===== config.mk =====
export PLATFORM = sky130hd
export DESIGN_NAME = dual_reload_timer_control
export DESIGN_NICKNAME = d
export VERILOG_FILES = /design/src/hdl/reload_timer_pkg.sv /design/src/hdl/dual_reload_timer_control.sv
export SDC_FILE = /design/constraint.sdc
export NUM_CORES = 1
export LEC_CHECK = 0
export ABC_AREA = 1
export BUFFER_PORTS_ARGS = -buffer_cell sky130_fd_sc_hd__buf_2
export CAP_MARGIN = 20
export CORE_UTILIZATION = 57
export CTS_BUF_LIST = sky130_fd_sc_hd__clkbuf_2
export DETAILED_ROUTE_END_ITERATION = 10
export GPL_ROUTABILITY_DRIVEN = 1
export PLACE_DENSITY = 0.9
export SLEW_MARGIN = 5
export SYNTH_ARGS = -nofsm -noshare
export SYNTH_HDL_FRONTEND = slang
export SYNTH_SLANG_ARGS = --single-unit

===== constraint.sdc =====
create_clock -name clk_sys -period 1.9 [get_ports clk_sys]
set_input_delay 0 -clock clk_sys [delete_from_list [all_inputs] [get_ports clk_sys]]
set_output_delay 0 -clock clk_sys [all_outputs]
set_load 0.02 [all_outputs]

===== src/hdl/reload_timer_pkg.sv =====
// constants, field layout and control carrier of the dual reload timer
// assumes a 16-bit register address and 4-bit register data
package reload_timer_pkg;

   // ==========================================================
   // bus and counter widths
   localparam int ADDR_W = 16;
   localparam int DATA_W = 4;
   localparam int CNT_W  = 8;

   // ==========================================================
   // register addresses
   localparam logic [15:0] OFS_COUNT_MODE  = 16'hffc0;
   localparam logic [15:0] OFS_TONE_CTRL   = 16'hffc1;
   localparam logic [15:0] OFS_T0_CTRL     = 16'hffc2;
   localparam logic [15:0] OFS_T1_CTRL     = 16'hffc3;
   localparam logic [15:0] OFS_RELOAD_BASE = 16'hffc4;
   localparam logic [15:0] OFS_COUNT_BASE  = 16'hffc8;
   localparam logic [15:0] OFS_IRQ_MASK    = 16'hffe2;
   localparam logic [15:0] OFS_IRQ_FLAGS   = 16'hfff2;

   // ==========================================================
   // field positions
   localparam int RUN_BIT        = 0;
   localparam int PRESET_BIT     = 1;
   localparam int PSC_LSB        = 2;
   localparam int SRC_SEL0_BIT   = 0;
   localparam int SRC_SEL1_BIT   = 1;
   localparam int TONE_EN_BIT    = 2;
   localparam int CHAN_SEL_BIT   = 3;
   localparam int EVENT_POL_BIT  = 0;
   localparam int EVENT_MODE_BIT = 2;

   // ==========================================================
   // values after reset
   localparam logic [7:0] RELOAD_RESET = 8'h00;
   localparam logic [7:0] COUNT_RESET  = 8'h00;
   localparam logic [7:0] PSC_RESET    = 8'h00;

   // ==========================================================
   // prescaler terminal counts for divide by 1, 4, 32, 256
   localparam logic [7:0] PSC_LIM_DIV1   = 8'h00;
   localparam logic [7:0] PSC_LIM_DIV4   = 8'h03;
   localparam logic [7:0] PSC_LIM_DIV32  = 8'h1f;
   localparam logic [7:0] PSC_LIM_DIV256 = 8'hff;

   // per-timer control state
   typedef struct packed {
      logic       run_request;
      logic       running;
      logic [1:0] prescale;
   } timer_ctrl_s;

   // terminal count of the prescaler for a division code
   function automatic logic [7:0] prescale_limit(input logic [1:0] code);
      case (code)
         2'h1:    prescale_limit = PSC_LIM_DIV4;
         2'h2:    prescale_limit = PSC_LIM_DIV32;
         2'h3:    prescale_limit = PSC_LIM_DIV256;
         default: prescale_limit = PSC_LIM_DIV1;
      endcase
   endfunction

endpackage


===== src/hdl/dual_reload_timer_control.sv =====
// two 8-bit down-counting reload timers with tone output and irq flags
// assumes source clocks and event input arrive asynchronously on pins
`timescale 1ns/1ps

// Behaviour
// [RULE1] preset write copies reload value into counter
// [RULE2] preset while running resumes; stopped holds value
// [RULE3] preset bits read zero; zero write ignored
// [RULE4] run bit one counts, zero stops
// [RULE5] stopped counter keeps value until preset
// [RULE6] channel select picks timer driving tone
// [RULE7] tone enable off holds pin high
// [RULE8] software keeps port bit one, highz zero
// [RULE9] per-timer mask bit enables interrupt request
// [RULE10] underflow sets flag regardless of mask
// [RULE11] writing one clears flag; zero ignored
// [RULE12] handler clears flag before re-enabling interrupts
// [RULE13] read low nibble, high within 0.73ms
// [RULE14] run/stop takes effect at next input tick
// [RULE15] run bit reads one until really stopped
// [RULE16] event mode also defers run and stop
// [RULE17] tone gated asynchronously, may glitch half cycle
// [RULE18] software waits 5ms for fast oscillator
// [RULE19] reset clears run, select, enable, masks, flags
// [RULE20] counter reloads automatically on underflow
// [RULE21] low nibble read latches high nibble
// [RULE22] prescaler divides by 1, 4, 32, 256
// [RULE23] tone toggles on each selected underflow
// [RULE24] request raised while flag and mask set
module dual_reload_timer_control
(
   // clock and reset
   input  wire logic       clk_sys,
   input  wire logic       rst_n,
   // register port
   input  wire logic [15:0] addr,
   input  wire logic [3:0]  wr_data,
   input  wire logic        wr_en,
   input  wire logic        rd_en,
   output logic      [3:0]  rd_data,
   // timer sources from pins
   input  wire logic        low_speed_clk,
   input  wire logic        high_speed_oscillator,
   input  wire logic        event_in,
   // outputs
   output logic             shared_output_port_bit,
   output logic             tone_output_signal,
   output logic      [1:0]  timer_irq
);

   // =========================================================
   // pin synchronisers
   logic [2:0] pin_meta;
   logic [2:0] pin_sync;
   logic [2:0] pin_prev;

   // two flops per pin, third stage only for edge detection
   always_ff @(posedge clk_sys or negedge rst_n)
   begin
      if (!rst_n)
      begin
         pin_meta <= 3'h0;
         pin_sync <= 3'h0;
         pin_prev <= 3'h0;
      end
      else
      begin
         pin_meta <= {event_in, high_speed_oscillator, low_speed_clk};
         pin_sync <= pin_meta;
         pin_prev <= pin_sync;
      end
   end

   logic [2:0] pin_fall;
   logic [2:0] pin_rise;
   assign pin_fall = pin_prev & ~pin_sync;
   assign pin_rise = ~pin_prev & pin_sync;

   // =========================================================
   // software registers
   logic [1:0] src_sel;
   logic       tone_enable;
   logic       tone_channel_select;
   logic       event_mode;
   logic       event_rising;
   logic [1:0] irq_mask;
   logic [1:0] irq_flag;
   logic [7:0] reload_value [2];
   logic [3:0] high_latch;
   logic [3:0] next_rd_data;
   logic [1:0] next_src_sel;
   logic       next_tone_enable;
   logic       next_tone_channel_select;
   logic       next_event_mode;
   logic       next_event_rising;
   logic [1:0] next_irq_mask;
   logic [1:0] next_irq_flag;
   logic [7:0] next_reload_value [2];
   logic [3:0] next_high_latch;

   // strobes toward the timers
   logic [1:0] preset_pulse;
   logic [1:0] run_write;
   logic [1:0] underflow;
   logic [7:0] count [2];
   reload_timer_pkg::timer_ctrl_s ctrl [2];

   // register decode, write effects and read mux
   always_comb
   begin
      next_src_sel             = src_sel;
      next_tone_enable         = tone_enable;
      next_tone_channel_select = tone_channel_select;
      next_event_mode          = event_mode;
      next_event_rising        = event_rising;
      next_irq_mask            = irq_mask;
      next_irq_flag            = irq_flag | underflow;              // [RULE10]
      next_reload_value        = reload_value;
      next_high_latch          = high_latch;
      next_rd_data             = 4'h0;
      preset_pulse             = 2'h0;
      run_write                = 2'h0;
      if (wr_en)
      begin
         case (addr)
            reload_timer_pkg::OFS_COUNT_MODE:
            begin
               next_event_mode   = wr_data[reload_timer_pkg::EVENT_MODE_BIT];
               next_event_rising = wr_data[reload_timer_pkg::EVENT_POL_BIT];
            end
            reload_timer_pkg::OFS_TONE_CTRL:
            begin
               next_src_sel             = wr_data[1:0];
               next_tone_enable         = wr_data[reload_timer_pkg::TONE_EN_BIT];
               next_tone_channel_select = wr_data[reload_timer_pkg::CHAN_SEL_BIT];
            end
            reload_timer_pkg::OFS_T0_CTRL:
            begin
               preset_pulse[0] = wr_data[reload_timer_pkg::PRESET_BIT];     // [RULE3]
               run_write[0]    = 1'b1;
            end
            reload_timer_pkg::OFS_T1_CTRL:
            begin
               preset_pulse[1] = wr_data[reload_timer_pkg::PRESET_BIT];     // [RULE3]
               run_write[1]    = 1'b1;
            end
            reload_timer_pkg::OFS_RELOAD_BASE:
               next_reload_value[0][3:0] = wr_data;
            reload_timer_pkg::OFS_RELOAD_BASE + 16'h0001:
               next_reload_value[0][7:4] = wr_data;
            reload_timer_pkg::OFS_RELOAD_BASE + 16'h0002:
               next_reload_value[1][3:0] = wr_data;
            reload_timer_pkg::OFS_RELOAD_BASE + 16'h0003:
               next_reload_value[1][7:4] = wr_data;
            reload_timer_pkg::OFS_IRQ_MASK:
               next_irq_mask = wr_data[1:0];                               // [RULE9]
            reload_timer_pkg::OFS_IRQ_FLAGS:
               next_irq_flag = (irq_flag & ~wr_data[1:0]) | underflow;     // [RULE11]
            default:
               next_irq_mask = irq_mask;
         endcase
      end
      if (rd_en)
      begin
         case (addr)
            reload_timer_pkg::OFS_COUNT_MODE:
               next_rd_data = {1'b0, event_mode, 1'b0, event_rising};
            reload_timer_pkg::OFS_TONE_CTRL:
               next_rd_data = {tone_channel_select, tone_enable, src_sel};
            reload_timer_pkg::OFS_T0_CTRL:                                 // [RULE15]
               next_rd_data = {ctrl[0].prescale, 1'b0,
                               ctrl[0].run_request | ctrl[0].running};
            reload_timer_pkg::OFS_T1_CTRL:
               next_rd_data = {ctrl[1].prescale, 1'b0,
                               ctrl[1].run_request | ctrl[1].running};
            reload_timer_pkg::OFS_RELOAD_BASE:
               next_rd_data = reload_value[0][3:0];
            reload_timer_pkg::OFS_RELOAD_BASE + 16'h0001:
               next_rd_data = reload_value[0][7:4];
            reload_timer_pkg::OFS_RELOAD_BASE + 16'h0002:
               next_rd_data = reload_value[1][3:0];
            reload_timer_pkg::OFS_RELOAD_BASE + 16'h0003:
               next_rd_data = reload_value[1][7:4];
            reload_timer_pkg::OFS_COUNT_BASE:
            begin
               next_rd_data    = count[0][3:0];
               next_high_latch = count[0][7:4];                            // [RULE21]
            end
            reload_timer_pkg::OFS_COUNT_BASE + 16'h0002:
            begin
               next_rd_data    = count[1][3:0];
               next_high_latch = count[1][7:4];                            // [RULE21]
            end
            reload_timer_pkg::OFS_COUNT_BASE + 16'h0001,
            reload_timer_pkg::OFS_COUNT_BASE + 16'h0003:
               next_rd_data = high_latch;
            reload_timer_pkg::OFS_IRQ_MASK:
               next_rd_data = {2'h0, irq_mask};
            reload_timer_pkg::OFS_IRQ_FLAGS:
               next_rd_data = {2'h0, irq_flag};
            default:
               next_rd_data = 4'h0;
         endcase
      end
   end

   // register state
   always_ff @(posedge clk_sys or negedge rst_n)
   begin
      if (!rst_n)
      begin
         src_sel             <= 2'h0;
         tone_enable         <= 1'b0;                                      // [RULE19]
         tone_channel_select <= 1'b0;
         event_mode          <= 1'b0;
         event_rising        <= 1'b0;
         irq_mask            <= 2'h0;
         irq_flag            <= 2'h0;
         reload_value[0]     <= reload_timer_pkg::RELOAD_RESET;
         reload_value[1]     <= reload_timer_pkg::RELOAD_RESET;
         high_latch          <= 4'h0;
         rd_data             <= 4'h0;
      end
      else
      begin
         src_sel             <= next_src_sel;
         tone_enable         <= next_tone_enable;
         tone_channel_select <= next_tone_channel_select;
         event_mode          <= next_event_mode;
         event_rising        <= next_event_rising;
         irq_mask            <= next_irq_mask;
         irq_flag            <= next_irq_flag;
         reload_value        <= next_reload_value;
         high_latch          <= next_high_latch;
         rd_data             <= next_rd_data;
      end
   end

   // =========================================================
   // per-timer prescaler, run control and counter
   for (genvar t = 0; t < 2; t++)
   begin : g_timer
      logic                          src_edge;
      logic                          tick;
      logic [7:0]                    psc;
      logic [7:0]                    next_psc;
      logic [7:0]                    next_count;
      reload_timer_pkg::timer_ctrl_s next_ctrl;
      logic                          next_underflow;

      // source edge: event pin for timer 0 in event mode, else selected clock
      always_comb
      begin
         src_edge = src_sel[t] ? pin_fall[1] : pin_fall[0];
         if (t == 0 && event_mode)
            src_edge = event_rising ? pin_rise[2] : pin_fall[2];
      end

      // prescaler; bypassed for timer 0 in event mode
      always_comb
      begin
         next_psc = psc;
         tick     = 1'b0;
         if (t == 0 && event_mode)
         begin
            tick     = src_edge;
            next_psc = reload_timer_pkg::PSC_RESET;
         end
         else if (src_edge)
         begin
            if (psc >= reload_timer_pkg::prescale_limit(ctrl[t].prescale)) // [RULE22]
            begin
               tick     = 1'b1;
               next_psc = reload_timer_pkg::PSC_RESET;
            end
            else
               next_psc = psc + 8'h01;
         end
      end

      // run request, deferred run state and count
      always_comb
      begin
         next_ctrl      = ctrl[t];
         next_count     = count[t];
         next_underflow = 1'b0;
         if (run_write[t])
         begin
            next_ctrl.run_request = wr_data[reload_timer_pkg::RUN_BIT];    // [RULE4]
            next_ctrl.prescale    = wr_data[reload_timer_pkg::PSC_LSB +: 2];
         end
         if (tick)
         begin
            next_ctrl.running = next_ctrl.run_request;                     // [RULE14] [RULE16]
            if (ctrl[t].running)                                           // [RULE5]
            begin
               if (count[t] == 8'h00)
               begin
                  next_count     = reload_value[t];                        // [RULE20]
                  next_underflow = 1'b1;
               end
               else
                  next_count = count[t] - 8'h01;
            end
         end
         if (preset_pulse[t])
            next_count = reload_value[t];                                  // [RULE1] [RULE2]
      end

      always_ff @(posedge clk_sys or negedge rst_n)
      begin
         if (!rst_n)
         begin
            psc          <= reload_timer_pkg::PSC_RESET;
            ctrl[t]      <= '0;                                            // [RULE19]
            count[t]     <= reload_timer_pkg::COUNT_RESET;
            underflow[t] <= 1'b0;
         end
         else
         begin
            psc          <= next_psc;
            ctrl[t]      <= next_ctrl;
            count[t]     <= next_count;
            underflow[t] <= next_underflow;
         end
      end
   end

   // =========================================================
   // tone generator
   logic next_tone;

   // toggle on each underflow of the chosen timer
   always_comb
   begin
      next_tone = tone_output_signal;
      if (underflow[tone_channel_select])                                   // [RULE6]
         next_tone = ~tone_output_signal;                                   // [RULE23]
   end

   always_ff @(posedge clk_sys or negedge rst_n)
   begin
      if (!rst_n)
         tone_output_signal <= 1'b0;
      else
         tone_output_signal <= next_tone;
   end

   // gating is not aligned to the tone, so switching may clip a half cycle
   assign shared_output_port_bit = ~tone_enable | tone_output_signal;       // [RULE7] [RULE17]

   // interrupt request per timer
   assign timer_irq = irq_flag & irq_mask;                                  // [RULE24]

endmodule


* Word level (Yosys, flattened, before mapping)
Cells that the tools add are included. W data, S select, Z words.
Storage, ports and cells: bits in registers 86, bits in latches 0, bits in writable memories 0, ROM bits 0, input port bits 27, output and inout bits 8, logic and storage cells 136, memories 0
Operators by class: add/sub/neg operators 4, multiply operators 0, divide/modulo/power cells 0, magnitude comparators 3, equal/unequal tests 20, shift operators 0, mux-type cells 47, bitwise operators 14, reduce and logical (&&, ||, !) cells 19
Operators by type and width (count):
- $eq A16 B16 Y1 const B | 14
- $mux W8 | 15
- $pmux W4 S13 | 1
- $pmux W8 S3 | 2
- $mux W1 | 23
- $reduce_and A2 Y1 | 10
- $add A8 B1 Y8 const B | 2
- $ge A8 B8 Y1 | 2
- $logic_not A8 Y1 | 2
- $sub A8 B1 Y8 const B | 2
- $reduce_bool A2 Y1 | 6
- $eq A2 B2 Y1 const B | 4
- $mux W2 | 4
- $pmux W4 S2 | 1
- $and A3 B3 Y3 | 2
- $not A3 Y3 | 2
- $and A2 B2 Y2 | 2
- $eq A2 B1 Y1 const B | 2
- $mux W4 | 1
- $or A2 B2 Y2 | 2
- $or A1 B1 Y1 | 3
- $lt A1 B2 Y1 const B | 1
- $not A1 Y1 | 2
- $not A2 Y2 | 1
- $reduce_or A2 Y1 | 1

* Depth between registers and ports, before layout
depth after elaboration 12, gate-level depth with buffers 13, mapped depth without buffers 13

* Worst setup path before layout
No wires, ideal clock.
kind flip-flop to flip-flop, start point register ctrl[0] (netlist name), end point register ctrl[2] (netlist name), setup time 0.066 ns, arrival 1.768 ns, required time 1.834 ns, setup slack 0.067 ns, cell stages (with the launch flop) 14, buffers on the path 0, clock period less this slack 1.833 ns, cell sequence dfrtp_1 > nor2_1 > inv_1 > ha_1 > inv_1 > a21boi_0 > nor2_1 > o21ai_0 > nand2_1 > nand2_1 > inv_1 > nor2_1 > nand2_1 > nand2_1
Between the ends: cells in the longest elaborated chain, start to end 6, elaborated cells between the ends (all ways) 8, classes of those cells order compare: 1; eq/ne: 3; mux: 4
Ends and longest elaborated chain:
- start: declaration | line dual_reload_timer_control.sv:106 | reload_timer_pkg::timer_ctrl_s ctrl [2];
- start signal: indexed assignment | line dual_reload_timer_control.sv:322 | ctrl[t] <= next_ctrl;
- $eq A2 B2 Y1 or $eq A2 B1 Y1 (tied branches) | line reload_timer_pkg.sv:56 | case (code)
- $pmux W8 S3 (*) | line reload_timer_pkg.sv:56
- $mux W8 (*) | line dual_reload_timer_control.sv:269 | else if (src_edge)
- $ge A8 B8 Y1 (*) | line dual_reload_timer_control.sv:271 | if (psc >= reload_timer_pkg::prescale_limit(ctrl[t].prescale))
- $mux W1 (*) | line dual_reload_timer_control.sv:271
- $mux W1 (*) | line dual_reload_timer_control.sv:269
Every way passes the cells marked *; elsewhere a longest branch is shown, timed or not. The select of a mux whose other input is x is not followed. A chain may end at the register's enable or synchronous reset.

* Final worst setup path
start point register ctrl[4] (netlist name), end point register count[15] (netlist name)
Between the ends: cells in the longest elaborated chain, start to end 10, elaborated cells between the ends (all ways) 12, classes of those cells order compare: 1; eq/ne: 3; mux: 6; reduce/logical: 2
Ends and longest elaborated chain:
- $eq A2 B2 Y1 or $eq A2 B1 Y1 (tied branches) | line reload_timer_pkg.sv:56
- $pmux W8 S3 (*) | line reload_timer_pkg.sv:56
- $mux W8 (*) | line dual_reload_timer_control.sv:269
- $mux W8 (*) | line dual_reload_timer_control.sv:264 | if (t == 0 && event_mode)
- $ge A8 B8 Y1 (*) | line dual_reload_timer_control.sv:271
- $mux W1 (*) | line dual_reload_timer_control.sv:271
- $mux W1 (*) | line dual_reload_timer_control.sv:269
- $mux W1 (*) | line dual_reload_timer_control.sv:264
- $reduce_bool A2 Y1 (no source line) (*)
- $reduce_and A2 Y1 (no source line) (*)
- end signal: indexed assignment | line dual_reload_timer_control.sv:316 | count[t] <= reload_timer_pkg::COUNT_RESET;
- end signal: indexed assignment | line dual_reload_timer_control.sv:323 | count[t] <= next_count;
- end: declaration | line dual_reload_timer_control.sv:105 | logic [7:0] count [2];
Marks and branches as above.

==> impl_metrics.csv <==
group,metric,value,unit
status,status,"finished with violations",
status,violations,"negative setup slack",
synthesis,syn_nets,704,
setup_path,startpoint_type,"register",
sta,worst_slack,-0.1405,ns
setup_path,rrSetupSlack,-0.14,ns
clock_network,clk_pin_slew_worst_paths,0.22,ns
setup_path,critPathBufInv,1,
global_routing,grt_antenna_before_repair,0,
synthesis,synthTopCellsByArea,"dfrtp_1 42%, nand2_1 12%, nand3_1 6.0%",
final_layout,filler_cell_count,559,
setup_path,max_stage_delay,0.49,ns
sta,hold_viol,0,
synthesis,syn_inst,655,
sta,hold_slack,0.02865,ns
clock_network,cts_tree,"done",
synthesis,synth.top_cell.area_share,0.4172,
clock_network,cts_buffers,9,
setup_path,cp_max_fo,8,
synthesis,synth.distinct_cells,42,
clock_network,htree_levels,3,
die,core_area,0.008721,mm2
placed_design,gp_congestion,0.9496,
final_layout,mostFrequentLayoutCells,"151 x nand2_1, 85 x dfrtp_1, 61 x inv_1",
die,die-height,97.14,um
pwr,ir_drop,0.0003577,V
die,fp.dieArea,0.009435,mm2
setup_path,crit_chain,"buf_6, nand2_8, ha_4, a21oi_2, nor2_1, nor3_2, nand2_2, nand2_4, nand3_4, nand2_4, nand2_1, nand2_1",
die,fp.dieW,97.14,um
setup_path,cp.arrival,2.56,ns
clock_network,insertion_delay,0.59,ns
routing,wl_per_cell,16.91,um
synthesis,ys_seq_elements,86,
die,initial_utilization,0.5915,
setup_path,critPathLaunch,"ctrl[4]$_DFFE_PN0P_",
routing,drtPass1Iterations,6,
synthesis,syn_avg_cell_area,7.876,um2
global_routing,grt_max_degree,47,
sta,worstMarginPinSlew,0.4881,ns
sta,min_period,2.041,ns
die,num_io_pins,35,
final_layout,mostFrequentLayoutCell,"nand2_1",
sta,relSlewSlack,0.6726,
sta,slew_violations,0,
setup_path,r2r_start,"ctrl[4]$_DFFE_PN0P_",
worst_hold_path,hold_path.class,"primary input to register",
sta,fmax,490.1,MHz
global_routing,grt-ovfl-total,0,
setup_path,path_delay_family,"simple AND/OR/NAND/NOR gates",
synthesis,syn_area,0.005159,mm2
placed_design,hpwl,9.377,mm
job,max_cap_violations,0,
pwr,p_leak,0.003278,uW
clock_network,root_buffer,"clkbuf_2",
die,rows,34,
sta,min_period_over_period,1.074,
final_layout,drive_above_1_share,0.2510,
setup_path,worstSetupPathType,"register to register",
worst_hold_path,min_from,"addr[7]",
routing,wirelength,14.56,mm
final_layout,final_nets,797,
clock_network,ctsLongestPathBuffers,2,
setup_path,critPathRequiredTime,2.42,ns
global_routing,grt_pass1_wl,22.48,mm
final_layout,area_growth,23.82,%
routing,route.detailed.drc,0,
global_routing,grt.total_usage,0.2987,
synthesis,ys_seq_area_frac,0.4172,
sta,rsz0062_at_grt,"yes",
synthesis,synth_top_area_cell,"dfrtp_1",
sta,fin_skew,0.03762,ns
pwr,power_density,488.3,mW/mm2
setup_path,cpMaxStageDelayCell,"dfrtp_1",
final_layout,diodes,0,
routing,viasPerCell,6.027,
routing,dr_total_vias,5189,
placed_design,portBuffers,34,
synthesis,yosys_warnings,0,
routing,ant_nets,0,
sta,tns,-1.143,ns
clock_network,cts.sinks,86,
setup_path,endpoint_kind,"register",
routing,drt_iter0_drc,463,
global_routing,first_global_vias,4844,
final_layout,post-route-util,0.7324,
sta,setup_violations,19,
==> tightest hold or removal path: cells and delay by family <==
family	cells	cell delay, ns
simple gates	3	0.38
buf+inv	1	0.09
compound gates	1	0.10
==> area by class of cell <==
cell class	instances	area (um2)	area share
flip-flops and latches	86	2153	0.3371
inverters	75	290.3	0.04545
clock buffers	9	45.04	0.007052
clock inverters	7	65.06	0.01019
well taps	108	135.1	0.02116
multi-input cells	484	2969	0.4648
repair buffers	92	729.5	0.1142
==> worst paths after layout <==
kind / end / cells after the start
setup / recovery: count[15]$_DFFE_PN0P_ / 12
hold / removal: irq_mask[0]$_DFFE_PN0P_ / 5
setup reg to reg: count[15]$_DFFE_PN0P_ / 12
hold reg to reg: pin_sync[0]$_DFF_PN0_ / 0
max in group asynchronous: pin_prev[1]$_DFF_PN0_ / 4
min in group asynchronous: count[12]$_DFFE_PN0P_ / 4
==> timing repair <==
item / 4_1_cts / 5_1_grt
resized for setup: 18 / 66
endpoints found under the hold margin: 129 / 0
hold buffers: 26 / 0
pin swaps: 7 / 18
cloned: 1 / 0
setup buffers: 4 / 13
endpoints found under the setup margin: 22 / 39
==> stage by stage <==
| stage | instances | total power [uW] | instance area [um2] | setup WS, ns |
|---|---|---|---|---|
| 5_1_grt | 861 | 3220 | 6387 | -0.2248 |
| 3_3_place_gp | 801 | 2112 | 5505 | 0.03294 |
| 6_report | 861 | 3119 | 6387 | -0.1405 |
| 3_5_place_dp | 801 | 2120 | 5505 | -0.06003 |
| 2_1_floorplan | 655 | 2000 | 5159 | 0.06653 |
| 4_1_cts | 848 | 3082 | 5998 | -0.001574 |
==> power breakdown <==
part	internal, uW	switching [uW]	leakage (uW)
Clock	291	668	0.0000606
Sequential	1850	14.5	0.00116
Combinational	106	186	0.00206
==> metal layers <==
metal  global-route usage  vias to the layer above  wire (um)
li1                     -                     2367          -
met5                    0                        -          0
met2               0.5130                      306       7277
met4               0.1470                        0        640
met1               0.3671                     2442       5473
met3              0.04532                       74       1168
==> synth_stat cells (all sizes together) <==
cell type,n
a211oi,1
a21boi,1
a21o,1
a21oi,12
a31oi,1
buf,11
clkinv,1
dfrtp,86
ha,22
inv,74
nand2,181
nand3,65
nand3b,1
nand4,36
nor2,58
nor3,15
nor3b,1
o211ai,1
o21ai,63
o21bai,1
o22ai,4
o31ai,2
or2,3
xnor2,3
xor2,11
==> flip-flops by register name, summed over array words and instances (netlist names), 2 cells and up <==
signal	flops
count	16
irq_mask	2
g_timer.psc	16
pin_sync	3
pin_meta	3
underflow	2
irq_flag	2
src_sel	2
high_latch	4
rd_data	4
pin_prev	3
reload_value	16
ctrl	8
==> logic make-up after synthesis <==
logic type      count (synthesis)  synth area share
fa+ha+maj                      22           0.05336
xor+xnor                       14           0.02377
buf+inv                        86           0.07252
flops                          86            0.4172
simple gates                  360            0.3383
compound gates                 87           0.09484
No activity file was read; power rests on OpenSTA's default activity.
